[config.mk]
export PLATFORM = sky130hd
export DESIGN_NAME = sctr_timer
export DESIGN_NICKNAME = d
export VERILOG_FILES = /design/src/logic/sctr_pkg.sv /design/src/logic/sctr_timer.sv /design/src/logic/sctr_input_stage.sv
export VERILOG_INCLUDE_DIRS = /design/src /design/src/logic
export SDC_FILE = /design/constraint.sdc
export NUM_CORES = 1
export LEC_CHECK = 0
export BUFFER_PORTS_ARGS = -buffer_cell sky130_fd_sc_hd__buf_2
export CELL_PAD_IN_SITES_DETAIL_PLACEMENT = 1
export CELL_PAD_IN_SITES_GLOBAL_PLACEMENT = 1
export CORE_AREA = 4 4 156 158
export DETAILED_ROUTE_END_ITERATION = 6
export DIE_AREA = 0 0 160 162
export PLACE_DENSITY_LB_ADDON = 0.1
export SLEW_MARGIN = 20
export SYNTH_ARGS = -nofsm -noshare
export SYNTH_HDL_FRONTEND = slang
export SYNTH_HIERARCHICAL = 1
export SYNTH_SLANG_ARGS = --single-unit
export TNS_END_PERCENT = 50
[constraint.sdc]
create_clock -name clock -period 4.64 [get_ports clock]
set_input_delay 0.928 -clock clock [delete_from_list [all_inputs] [get_ports clock]]
set_output_delay 0.928 -clock clock [all_outputs]
set_load 0.05 [all_outputs]
[src/logic/sctr_map.svh]
// Register offsets, field positions and reset values of the channel timer.
`ifndef SCTR_MAP_SVH
`define SCTR_MAP_SVH
`define SCTR_ADR_W       8
`define SCTR_OFF_CTRL    8'h00
`define SCTR_OFF_FLAG    8'h10
`define SCTR_OFF_EVGEN   8'h14
`define SCTR_OFF_CHCTL   8'h20
`define SCTR_OFF_CNT     8'h24
`define SCTR_OFF_DIV     8'h28
`define SCTR_OFF_WRAP    8'h2c
`define SCTR_OFF_CHVAL   8'h34
`define SCTR_OFF_SRC     8'h50
`define SCTR_OFF_CFG     8'hfc
`define SCTR_CTRL_CEN    0
`define SCTR_CTRL_INMODE 1
`define SCTR_CTRL_SHADOW 2
`define SCTR_CTRL_PROTLO 4
`define SCTR_CTRL_PROTHI 5
`define SCTR_FLAG_UPD    0
`define SCTR_FLAG_CH     1
`define SCTR_FLAG_OVC    9
`define SCTR_EVG_UPD     0
`define SCTR_EVG_CH      1
`define SCTR_CH_EN       0
`define SCTR_CH_MAINPOL  1
`define SCTR_CH_COMPPOL  3
`define SCTR_CFG_WFILT   1
`define SCTR_RST16       16'h0000
`define SCTR_XTAL_HALF   4'hf
`endif

[src/logic/sctr_pkg.sv]
// Types shared by the channel timer modules.
package sctr_pkg;
  typedef enum logic [1:0] {
    SCTR_BUS_IDLE = 2'b01,
    SCTR_BUS_ACK  = 2'b10
  } sctr_bus_t;
  typedef enum logic [1:0] {
    SCTR_SRC_PIN  = 2'b00,
    SCTR_SRC_RTC  = 2'b01,
    SCTR_SRC_XTAL = 2'b10,
    SCTR_SRC_CKO  = 2'b11
  } sctr_src_t;
endpackage

[src/logic/sctr_timer.sv]
// One-channel 16-bit timer: counter, prescaler and channel-0 registers.
`timescale 1ns/1ps
`default_nettype none
`include "sctr_map.svh"
module sctr_timer (
  input  wire logic                   clock,
  input  wire logic                   rst,
  input  wire logic [`SCTR_ADR_W-1:0] adr_i,
  input  wire logic [31:0]            dat_i,
  output logic [31:0]                 dat_o,
  input  wire logic                   we_i,
  input  wire logic [3:0]             sel_i,
  input  wire logic                   cyc_i,
  input  wire logic                   stb_i,
  output logic                        ack_o,
  input  wire logic                   chanPin,
  input  wire logic                   rtcClockSource,
  input  wire logic                   extCrystalClock,
  input  wire logic                   clockOutSelect,
  output logic                        chanOutput,
  output logic                        chanOutputComp,
  output logic                        overflowPulse
);
  import sctr_pkg::*;

  sctr_bus_t   busState_r;
  logic [31:0] rdData_r;
  logic [15:0] ctrl_r;
  logic [15:0] flag_r;
  logic [15:0] chctl_r;
  logic [15:0] count_r;
  logic [15:0] divider_r;
  logic [15:0] divShadow_r;
  logic [15:0] pscCount_r;
  logic [15:0] wrapLimit_r;
  logic [15:0] chanValue_r;
  logic [15:0] activeCmp_r;
  logic [1:0]  inputSource_r;
  logic        writeFilter_r;
  logic        chanOut_r;
  logic        chanOutComp_r;
  logic        overflow_r;

  logic        busReq;
  logic        wrStrobe;
  logic        wrCtrl;
  logic        wrFlag;
  logic        wrEvgen;
  logic        wrChctl;
  logic        wrCount;
  logic        wrDiv;
  logic        wrWrap;
  logic        wrChval;
  logic        wrSrc;
  logic        wrCfg;
  logic [15:0] wrHalf;
  logic [31:0] rdMux;
  logic        counterEnable;
  logic        inputMode;
  logic        shadowEnable;
  logic        protLocked;
  logic        chanEnable;
  logic        mainPolarity;
  logic        compPolarity;
  logic        swUpdate;
  logic        swChanEvent;
  logic        counterTick;
  logic        wrapHit;
  logic        updateEvent;
  logic        captureEdge;
  logic        captureEvent;
  logic        compareEvent;
  logic        chanEvent;
  logic [15:0] compareValue;
  logic [15:0] chvalMerged;
  logic        chvalAccept;
  logic        outRef;
  logic [15:0] flagSet;
  logic [15:0] flagClr;
  logic [15:0] countNxt;
  logic [15:0] pscNxt;
  logic [15:0] chanValueNxt;

  // Merge the low half-word of a write into a register by byte lanes.
  function automatic logic [15:0] sctr_merge(input logic [15:0] old,
                                             input logic [31:0] data,
                                             input logic [3:0]  sel);
    sctr_merge = {sel[1] ? data[15:8] : old[15:8],
                  sel[0] ? data[7:0]  : old[7:0]};
  endfunction

  // Bus slave: request seen in IDLE, answered in ACK, writes land there.
  assign busReq   = cyc_i & stb_i;
  assign ack_o    = (busState_r == SCTR_BUS_ACK) & busReq;
  assign wrStrobe = ack_o & we_i;
  assign wrCtrl   = wrStrobe & (adr_i == `SCTR_OFF_CTRL);
  assign wrFlag   = wrStrobe & (adr_i == `SCTR_OFF_FLAG);
  assign wrEvgen  = wrStrobe & (adr_i == `SCTR_OFF_EVGEN);
  assign wrChctl  = wrStrobe & (adr_i == `SCTR_OFF_CHCTL);
  assign wrCount  = wrStrobe & (adr_i == `SCTR_OFF_CNT);
  assign wrDiv    = wrStrobe & (adr_i == `SCTR_OFF_DIV);
  assign wrWrap   = wrStrobe & (adr_i == `SCTR_OFF_WRAP);
  assign wrChval  = wrStrobe & (adr_i == `SCTR_OFF_CHVAL);
  assign wrSrc    = wrStrobe & (adr_i == `SCTR_OFF_SRC);
  assign wrCfg    = wrStrobe & (adr_i == `SCTR_OFF_CFG);
  assign wrHalf   = {sel_i[1] ? dat_i[15:8] : 8'h00,
                     sel_i[0] ? dat_i[7:0]  : 8'h00};

  // Unmapped offsets read as zero and ignore writes.
  assign rdMux =
    (adr_i == `SCTR_OFF_CTRL)  ? {16'h0000, ctrl_r} :
    (adr_i == `SCTR_OFF_FLAG)  ? {16'h0000, flag_r} :
    (adr_i == `SCTR_OFF_CHCTL) ? {16'h0000, chctl_r} :
    (adr_i == `SCTR_OFF_CNT)   ? {16'h0000, count_r} :
    (adr_i == `SCTR_OFF_DIV)   ? {16'h0000, divider_r} :
    (adr_i == `SCTR_OFF_WRAP)  ? {16'h0000, wrapLimit_r} :
    (adr_i == `SCTR_OFF_CHVAL) ? {16'h0000, chanValue_r} :
    (adr_i == `SCTR_OFF_SRC)   ? {30'h00000000, inputSource_r} :
    (adr_i == `SCTR_OFF_CFG)   ?
      {30'h00000000, writeFilter_r, 1'b0} :
    32'h00000000;

  always_ff @(posedge clock) begin
    if (rst) begin
      busState_r <= SCTR_BUS_IDLE;
      rdData_r   <= 32'h00000000;
    end else begin
      case (busState_r)
        SCTR_BUS_IDLE: begin
          if (busReq) begin
            busState_r <= SCTR_BUS_ACK;
            rdData_r   <= rdMux;
          end
        end
        SCTR_BUS_ACK: begin
          busState_r <= SCTR_BUS_IDLE;
        end
        default: begin
          busState_r <= SCTR_BUS_IDLE;
        end
      endcase
    end
  end

  assign dat_o = rdData_r;

  // Control fields decoded from the registers.
  assign counterEnable = ctrl_r[`SCTR_CTRL_CEN];
  assign inputMode     = ctrl_r[`SCTR_CTRL_INMODE];
  assign shadowEnable  = ctrl_r[`SCTR_CTRL_SHADOW];
  // Levels 10 and 11 both have bit 5 set, so that bit alone locks polarity.
  assign protLocked    = ctrl_r[`SCTR_CTRL_PROTHI];
  assign chanEnable    = chctl_r[`SCTR_CH_EN];
  assign mainPolarity  = chctl_r[`SCTR_CH_MAINPOL];
  assign compPolarity  = chctl_r[`SCTR_CH_COMPPOL];
  assign swUpdate      = wrEvgen & sel_i[0] & dat_i[`SCTR_EVG_UPD];
  assign swChanEvent   = wrEvgen & sel_i[0] & dat_i[`SCTR_EVG_CH];

  // Prescaler: one tick every divider-plus-one timer clocks.
  assign counterTick = counterEnable &
                       (pscCount_r == divShadow_r);
  assign wrapHit     = counterTick & (count_r == wrapLimit_r);
  assign updateEvent = wrapHit | swUpdate;

  assign pscNxt = (swUpdate | counterTick) ? 16'h0000 :
                  counterEnable ? pscCount_r + 16'h0001 : pscCount_r;

  // A software write wins over the count in the same cycle.
  assign countNxt = swUpdate ? 16'h0000 :
                    wrCount ? sctr_merge(count_r, dat_i, sel_i) :
                    wrapHit ? 16'h0000 :
                    counterTick ? count_r + 16'h0001 : count_r;

  sctr_input_stage inputStage (
    .clock           (clock),
    .rst             (rst),
    .chanPin         (chanPin),
    .rtcClockSource  (rtcClockSource),
    .extCrystalClock (extCrystalClock),
    .clockOutSelect  (clockOutSelect),
    .sourceSel       (sctr_src_t'(inputSource_r)),
    .mainPolarity    (mainPolarity),
    .compPolarity    (compPolarity),
    .enable          (chanEnable & inputMode),
    .captureEdge     (captureEdge)
  );

  assign captureEvent = inputMode & (captureEdge | swChanEvent);
  assign compareValue = shadowEnable ? activeCmp_r :
                                       chanValue_r;
  assign compareEvent = ~inputMode &
                        ((counterTick & (count_r == compareValue)) |
                         swChanEvent);
  assign chanEvent    = captureEvent | compareEvent;

  // Value register: capture in input mode, software only in output mode.
  assign chvalMerged = sctr_merge(chanValue_r, dat_i, sel_i);
  assign chvalAccept = wrChval & ~inputMode &
                       ~(writeFilter_r &
                         (chvalMerged == chanValue_r));
  assign chanValueNxt = captureEvent ? count_r :
                        chvalAccept ? chvalMerged : chanValue_r;

  // Flags: hardware set wins over a write-zero clear.
  assign flagSet = {6'h00, captureEvent & flag_r[`SCTR_FLAG_CH],
                    7'h00, chanEvent, updateEvent};
  // A zero written to a flag bit clears it; a one leaves it alone.
  assign flagClr = wrFlag ? ~wrHalf & {{8{sel_i[1]}}, {8{sel_i[0]}}}
                          : 16'h0000;

  // The reference level is active while the count is below the compare value.
  assign outRef = count_r < compareValue;

  // Register file; bus writes land on the edge that ends the ack cycle.
  always_ff @(posedge clock) begin
    if (rst) begin
      ctrl_r        <= `SCTR_RST16;
      flag_r        <= `SCTR_RST16;
      chctl_r       <= `SCTR_RST16;
      count_r       <= `SCTR_RST16;
      divider_r     <= `SCTR_RST16;
      divShadow_r   <= `SCTR_RST16;
      pscCount_r    <= `SCTR_RST16;
      wrapLimit_r   <= `SCTR_RST16;
      chanValue_r   <= `SCTR_RST16;
      activeCmp_r   <= `SCTR_RST16;
      inputSource_r <= 2'b00;
      writeFilter_r <= 1'b0;
    end else begin
      if (wrCtrl) begin
        ctrl_r <= sctr_merge(ctrl_r, dat_i, sel_i) & 16'h0037;
      end
      flag_r <= ((flag_r & ~flagClr) | flagSet) & 16'h0203;
      if (wrChctl & sel_i[0]) begin
        chctl_r[`SCTR_CH_EN] <= dat_i[`SCTR_CH_EN];
        if (!protLocked) begin
          chctl_r[`SCTR_CH_MAINPOL] <= dat_i[`SCTR_CH_MAINPOL];
          chctl_r[`SCTR_CH_COMPPOL] <= dat_i[`SCTR_CH_COMPPOL];
        end
      end
      count_r    <= countNxt;
      pscCount_r <= pscNxt;
      if (wrDiv) begin
        divider_r <= sctr_merge(divider_r, dat_i, sel_i);
      end
      // The update event reloads both shadow copies together.
      if (updateEvent) begin
        divShadow_r <= divider_r;
        activeCmp_r <= chanValue_r;
      end
      if (wrWrap) begin
        wrapLimit_r <= sctr_merge(wrapLimit_r, dat_i, sel_i);
      end
      chanValue_r <= chanValueNxt;
      if (wrSrc & sel_i[0]) begin
        inputSource_r <= dat_i[1:0];
      end
      if (wrCfg & sel_i[0]) begin
        writeFilter_r <= dat_i[`SCTR_CFG_WFILT];
      end
    end
  end

  // Channel outputs sit at their inactive levels while the channel is off.
  always_ff @(posedge clock) begin
    if (rst) begin
      chanOut_r     <= 1'b0;
      chanOutComp_r <= 1'b0;
      overflow_r    <= 1'b0;
    end else begin
      if (chanEnable & ~inputMode) begin
        chanOut_r     <= outRef ^ mainPolarity;
        chanOutComp_r <= ~outRef ^ compPolarity;
      end else begin
        chanOut_r     <= mainPolarity;
        chanOutComp_r <= compPolarity;
      end
      overflow_r <= wrapHit;
    end
  end

  assign chanOutput     = chanOut_r;
  assign chanOutputComp = chanOutComp_r;
  assign overflowPulse  = overflow_r;
endmodule
`default_nettype wire

[src/logic/sctr_input_stage.sv]
// Input source remap, synchronisers and polarity-selected edge detector.
`timescale 1ns/1ps
`default_nettype none
`include "sctr_map.svh"
module sctr_input_stage (
  input  wire logic              clock,
  input  wire logic              rst,
  input  wire logic              chanPin,
  input  wire logic              rtcClockSource,
  input  wire logic              extCrystalClock,
  input  wire logic              clockOutSelect,
  input  wire sctr_pkg::sctr_src_t sourceSel,
  input  wire logic              mainPolarity,
  input  wire logic              compPolarity,
  input  wire logic              enable,
  output logic                   captureEdge
);
  import sctr_pkg::*;
  logic [3:0] syncA_r;
  logic [3:0] syncB_r;
  logic       xtalPrev_r;
  logic [3:0] xtalCnt_r;
  logic       xtalDiv_r;
  logic       selPrev_r;
  logic       selNow;
  logic       xtalRise;
  logic       rise;
  logic       fall;
  logic       active;
  logic [1:0] polPair;

  // First stage feeds only the second stage.
  always_ff @(posedge clock) begin
    if (rst) begin
      syncA_r <= 4'h0;
      syncB_r <= 4'h0;
    end else begin
      syncA_r <= {clockOutSelect, extCrystalClock, rtcClockSource, chanPin};
      syncB_r <= syncA_r;
    end
  end

  assign xtalRise = syncB_r[2] & ~xtalPrev_r;

  // Crystal clock divided by 32: toggle every 16 rising edges.
  always_ff @(posedge clock) begin
    if (rst) begin
      xtalPrev_r <= 1'b0;
      xtalCnt_r  <= 4'h0;
      xtalDiv_r  <= 1'b0;
    end else begin
      xtalPrev_r <= syncB_r[2];
      if (xtalRise) begin
        xtalCnt_r <= xtalCnt_r + 4'h1;
        if (xtalCnt_r == `SCTR_XTAL_HALF) begin
          xtalDiv_r <= ~xtalDiv_r;
        end
      end
    end
  end

  assign selNow = (sourceSel == SCTR_SRC_PIN) ? syncB_r[0] :
                  (sourceSel == SCTR_SRC_RTC) ? syncB_r[1] :
                  (sourceSel == SCTR_SRC_XTAL) ? xtalDiv_r : syncB_r[3];

  always_ff @(posedge clock) begin
    if (rst) begin
      selPrev_r <= 1'b0;
    end else begin
      selPrev_r <= selNow;
    end
  end

  assign rise = selNow & ~selPrev_r;
  assign fall = ~selNow & selPrev_r;
  assign polPair = {compPolarity, mainPolarity};
  // The reserved polarity pair gives no capture edge at all.
  assign active = (polPair == 2'b00) ? rise :
                  (polPair == 2'b01) ? fall :
                  (polPair == 2'b11) ? (rise | fall) :
                  1'b0;
  assign captureEdge = enable & active;
endmodule
`default_nettype wire

==> results_dict.tcl <==
set metrics [dict create \
    cts.repair.resized 0 \
    cts_tree "built" \
    holdCritPathClass "flop to flop" \
    stdcell_count 1361 \
    switching_share_pct 28.22 \
    die_area_um2 25920 \
    diodes 0 \
    final_core_util_pct 41.15 \
    die_x_um 160 \
    rsz0062_at_grt "false" \
    drtIter0Drc 529 \
    dp_hpwl_um 20730 \
    start_kind "primary input" \
    fin_setup_tns_ps 0 \
    cts_root_buffer "clkbuf_16" \
    critPathKind "primary input to flop" \
    cts.path.max_buffers 2 \
    cp_max_fo 19 \
    port_buffers 54 \
    finalMaxSlewViolations 0 \
    synthCells 1041 \
    worst_ep_arrival_time_ps 3560 \
    nNetsFinal 1132 \
    synth.most_common_cell "nand2_1" \
    synthDistinctLibCells 79 \
    cts_sinks 162 \
    synth_flop_cell "dfxtp_1" \
    ir_drop_mv 0.2139 \
    grt_pass1_wl_um 44970 \
    share_seq_of_total_power_pct 46.5 \
    yosysSeqAreaShare_pct 37.69 \
    fmax_ghz 0.3055 \
    rows 56 \
    grt_usage_pct 22.15 \
    yosysTopAreaCell "dfxtp_1" \
    cp-end-kind "flop" \
    die_h_um 162 \
    status "completed" \
    initial_core_util_pct 37.21 \
    wl_um 28550 \
    cp.required_ps 4920 \
    areaGrowthSynthToFinish_pct 10.59 \
    post_cts_buffers 0 \
    period_minus_slack_ps 3273 \
    hold_depth 1 \
    synth_edf_count 0 \
    fillers 2788 \
    post_drt_wl_per_cell_um 20.97 \
    r2r-end "chanOutputComp" \
    p_switching_w 0.0008552 \
    fin_total_pwr_w 0.003030 \
    synth_common_cells "nand2_1 (166), dfxtp_1 (162), nor2_1 (97)" \
    overflow 0 \
    drcViolationCount 0 \
    core_area_um2 23120 \
    p_per_area_nw_per_um2 318.4 \
    syn_area_per_cell_um2 8.266 \
    place.gp.congestion 0.8427 \
    synthTopCellsByArea "dfxtp_1 (38%), nand2_1 (7.2%), mux2i_1 (7.1%)" \
    viasPerCell 5.567 \
    p_int_w 0.002175 \
    synth-seq-cells 162 \
    worst_pin_slew_ps 972.4 \
    slew_headroom_pct 34.64 \
    via_count 7577 \
    timing.max_cap.violations 0 \
    p_comb_share_pct 6.9 \
    insertion_delay_ps 430 \
    reg2regPathDepth 10 \
    clkPwrFrac_pct 46.6 \
    first_pass_iters 5 \
    grt_antenna_before_repair 0 \
    whs_ps 442.9 \
    clk_pin_slew_worst_paths_ps 80 \
    hp-start "inputStage/syncA_r[0]" \
    netlist_area_um2 8605 \
    setup_viol 0 \
    grt_pass1_vias 7586 \
    drive_gt1_share_pct 11.39 \
    grt_max_degree 45 \
    ant_nets 0 \
    pin_count 89 \
    power_leakage_nw 3.385 \
    dp.cells 1329 \
    ctsHoldBuffers 0 \
    yosysWarningCount 6 \
    cts_max_level 4 \
    hold_violations 0 \
    r2r_setup_slack_ps 1510 \
    netlist.area_leader.share_pct 37.69 \
    postSynth.asyncResetShare_pct 0 \
    clock_skew_ps 8.868 \
    numCtsBuffers 17 \
    finalCritPeriodShare_pct 70.54 \
    hold-path-endpoint "inputStage/syncB_r[0]" \
    r2r-start "ctrl_r[2]" \
]
## layout make-up
cell class | count | area (um^2) | area share [%]
multi-input cells | 796 | 4906 | 51.56
flip-flops and latches | 162 | 3243 | 34.08
clock buffers | 17 | 425.4 | 4.471
well taps | 290 | 362.8 | 3.813
repair buffers | 65 | 355.3 | 3.734
clock inverters | 15 | 162.7 | 1.709
inverters | 16 | 60.06 | 0.6312
## metrics by stage
step | setup slack (ps) | area, um^2
3_5_place_dp | 1014 | 8927
6_report | 1367 | 9515
5_1_grt | 1185 | 9515
2_1_floorplan | 1635 | 8661
4_1_cts | 1420 | 9515
3_3_place_gp | 1092 | 8927
## routing by layer
metal	up-vias	track usage [%]	share of wire (%)
li1	3651	-	-
met1	3761	31.37	50
met2	142	35.70	45
met3	23	3.299	3.1
met4	0	5.436	1.4
met5	-	0	0
## power groups by stage
stage | Sequential [W] | Combinational (W) | Clock, W
after floorplan | 0.00145 | 0.000132 | 0
after global placement | 0.00144 | 0.000206 | 0
after detailed placement | 0.00144 | 0.000207 | 0
after CTS | 0.00141 | 0.000208 | 0.00145
after global routing | 0.00141 | 0.000221 | 0.00151
final | 0.00141 | 0.000208 | 0.00141
## cell families after synthesis
kind of cell	share of synthesized area, %
AO/OA/AOI/OAI	16.21
other	0.04358
AND/OR/NAND/NOR	22.64
multiplexers	7.794
buffers and inverters	5.947
XOR/XNOR	6.616
flip-flops	37.69
adder cells (fa/ha/maj)	3.054
## registers in the layout (all words and copies together), names as in the netlist, 2 cells and up
signal / cells
chctl_r: 3
busState_r: 2
inputStage/xtalCnt_r: 4
dat_o: 16
chanValue_r: 16
inputSource_r: 2
pscCount_r: 16
count_r: 16
flag_r: 3
activeCmp_r: 16
ctrl_r: 5
divShadow_r: 16
wrapLimit_r: 16
divider_r: 16
inputStage/syncB_r: 4
inputStage/syncA_r: 4
## cell usage in the layout (no fill, tap or decap), types with 17 or more instances in the layout
cell type,count
a21oi_1,80
buf_2,53
clkbuf_16,17
dfxtp_1,162
ha_1,21
mux2i_1,61
nand2_1,166
nand3_1,29
nand4_1,21
nor2_1,97
nor3_1,18
o21ai_0,38
xnor2_1,50
## critical path, stage by stage
cell	delay, ps
buf_2	350
nor4b_4	260
buf_4	270
nand2_1	180
nor2_2	240
buf_4	270
nand4b_1	570
mux2i_1	350
o21ai_0	110
## how the worst max path moves through the flow
stage          startpoint               to  slack, ps  cells past startpoint
3_3_place_gp     adr_i[2]  chanValue_r[13]       1090                      9
5_1_grt          adr_i[2]   chanValue_r[8]       1180                      9
3_5_place_dp     adr_i[2]   chanValue_r[9]       1010                      9
2_1_floorplan   ctrl_r[2]   chanOutputComp       1640                     11
6_report         adr_i[2]   chanValue_r[8]       1370                      9
4_1_cts          adr_i[2]   chanValue_r[8]       1420                      9
Note: power is estimated with default switching activity, not from simulation.
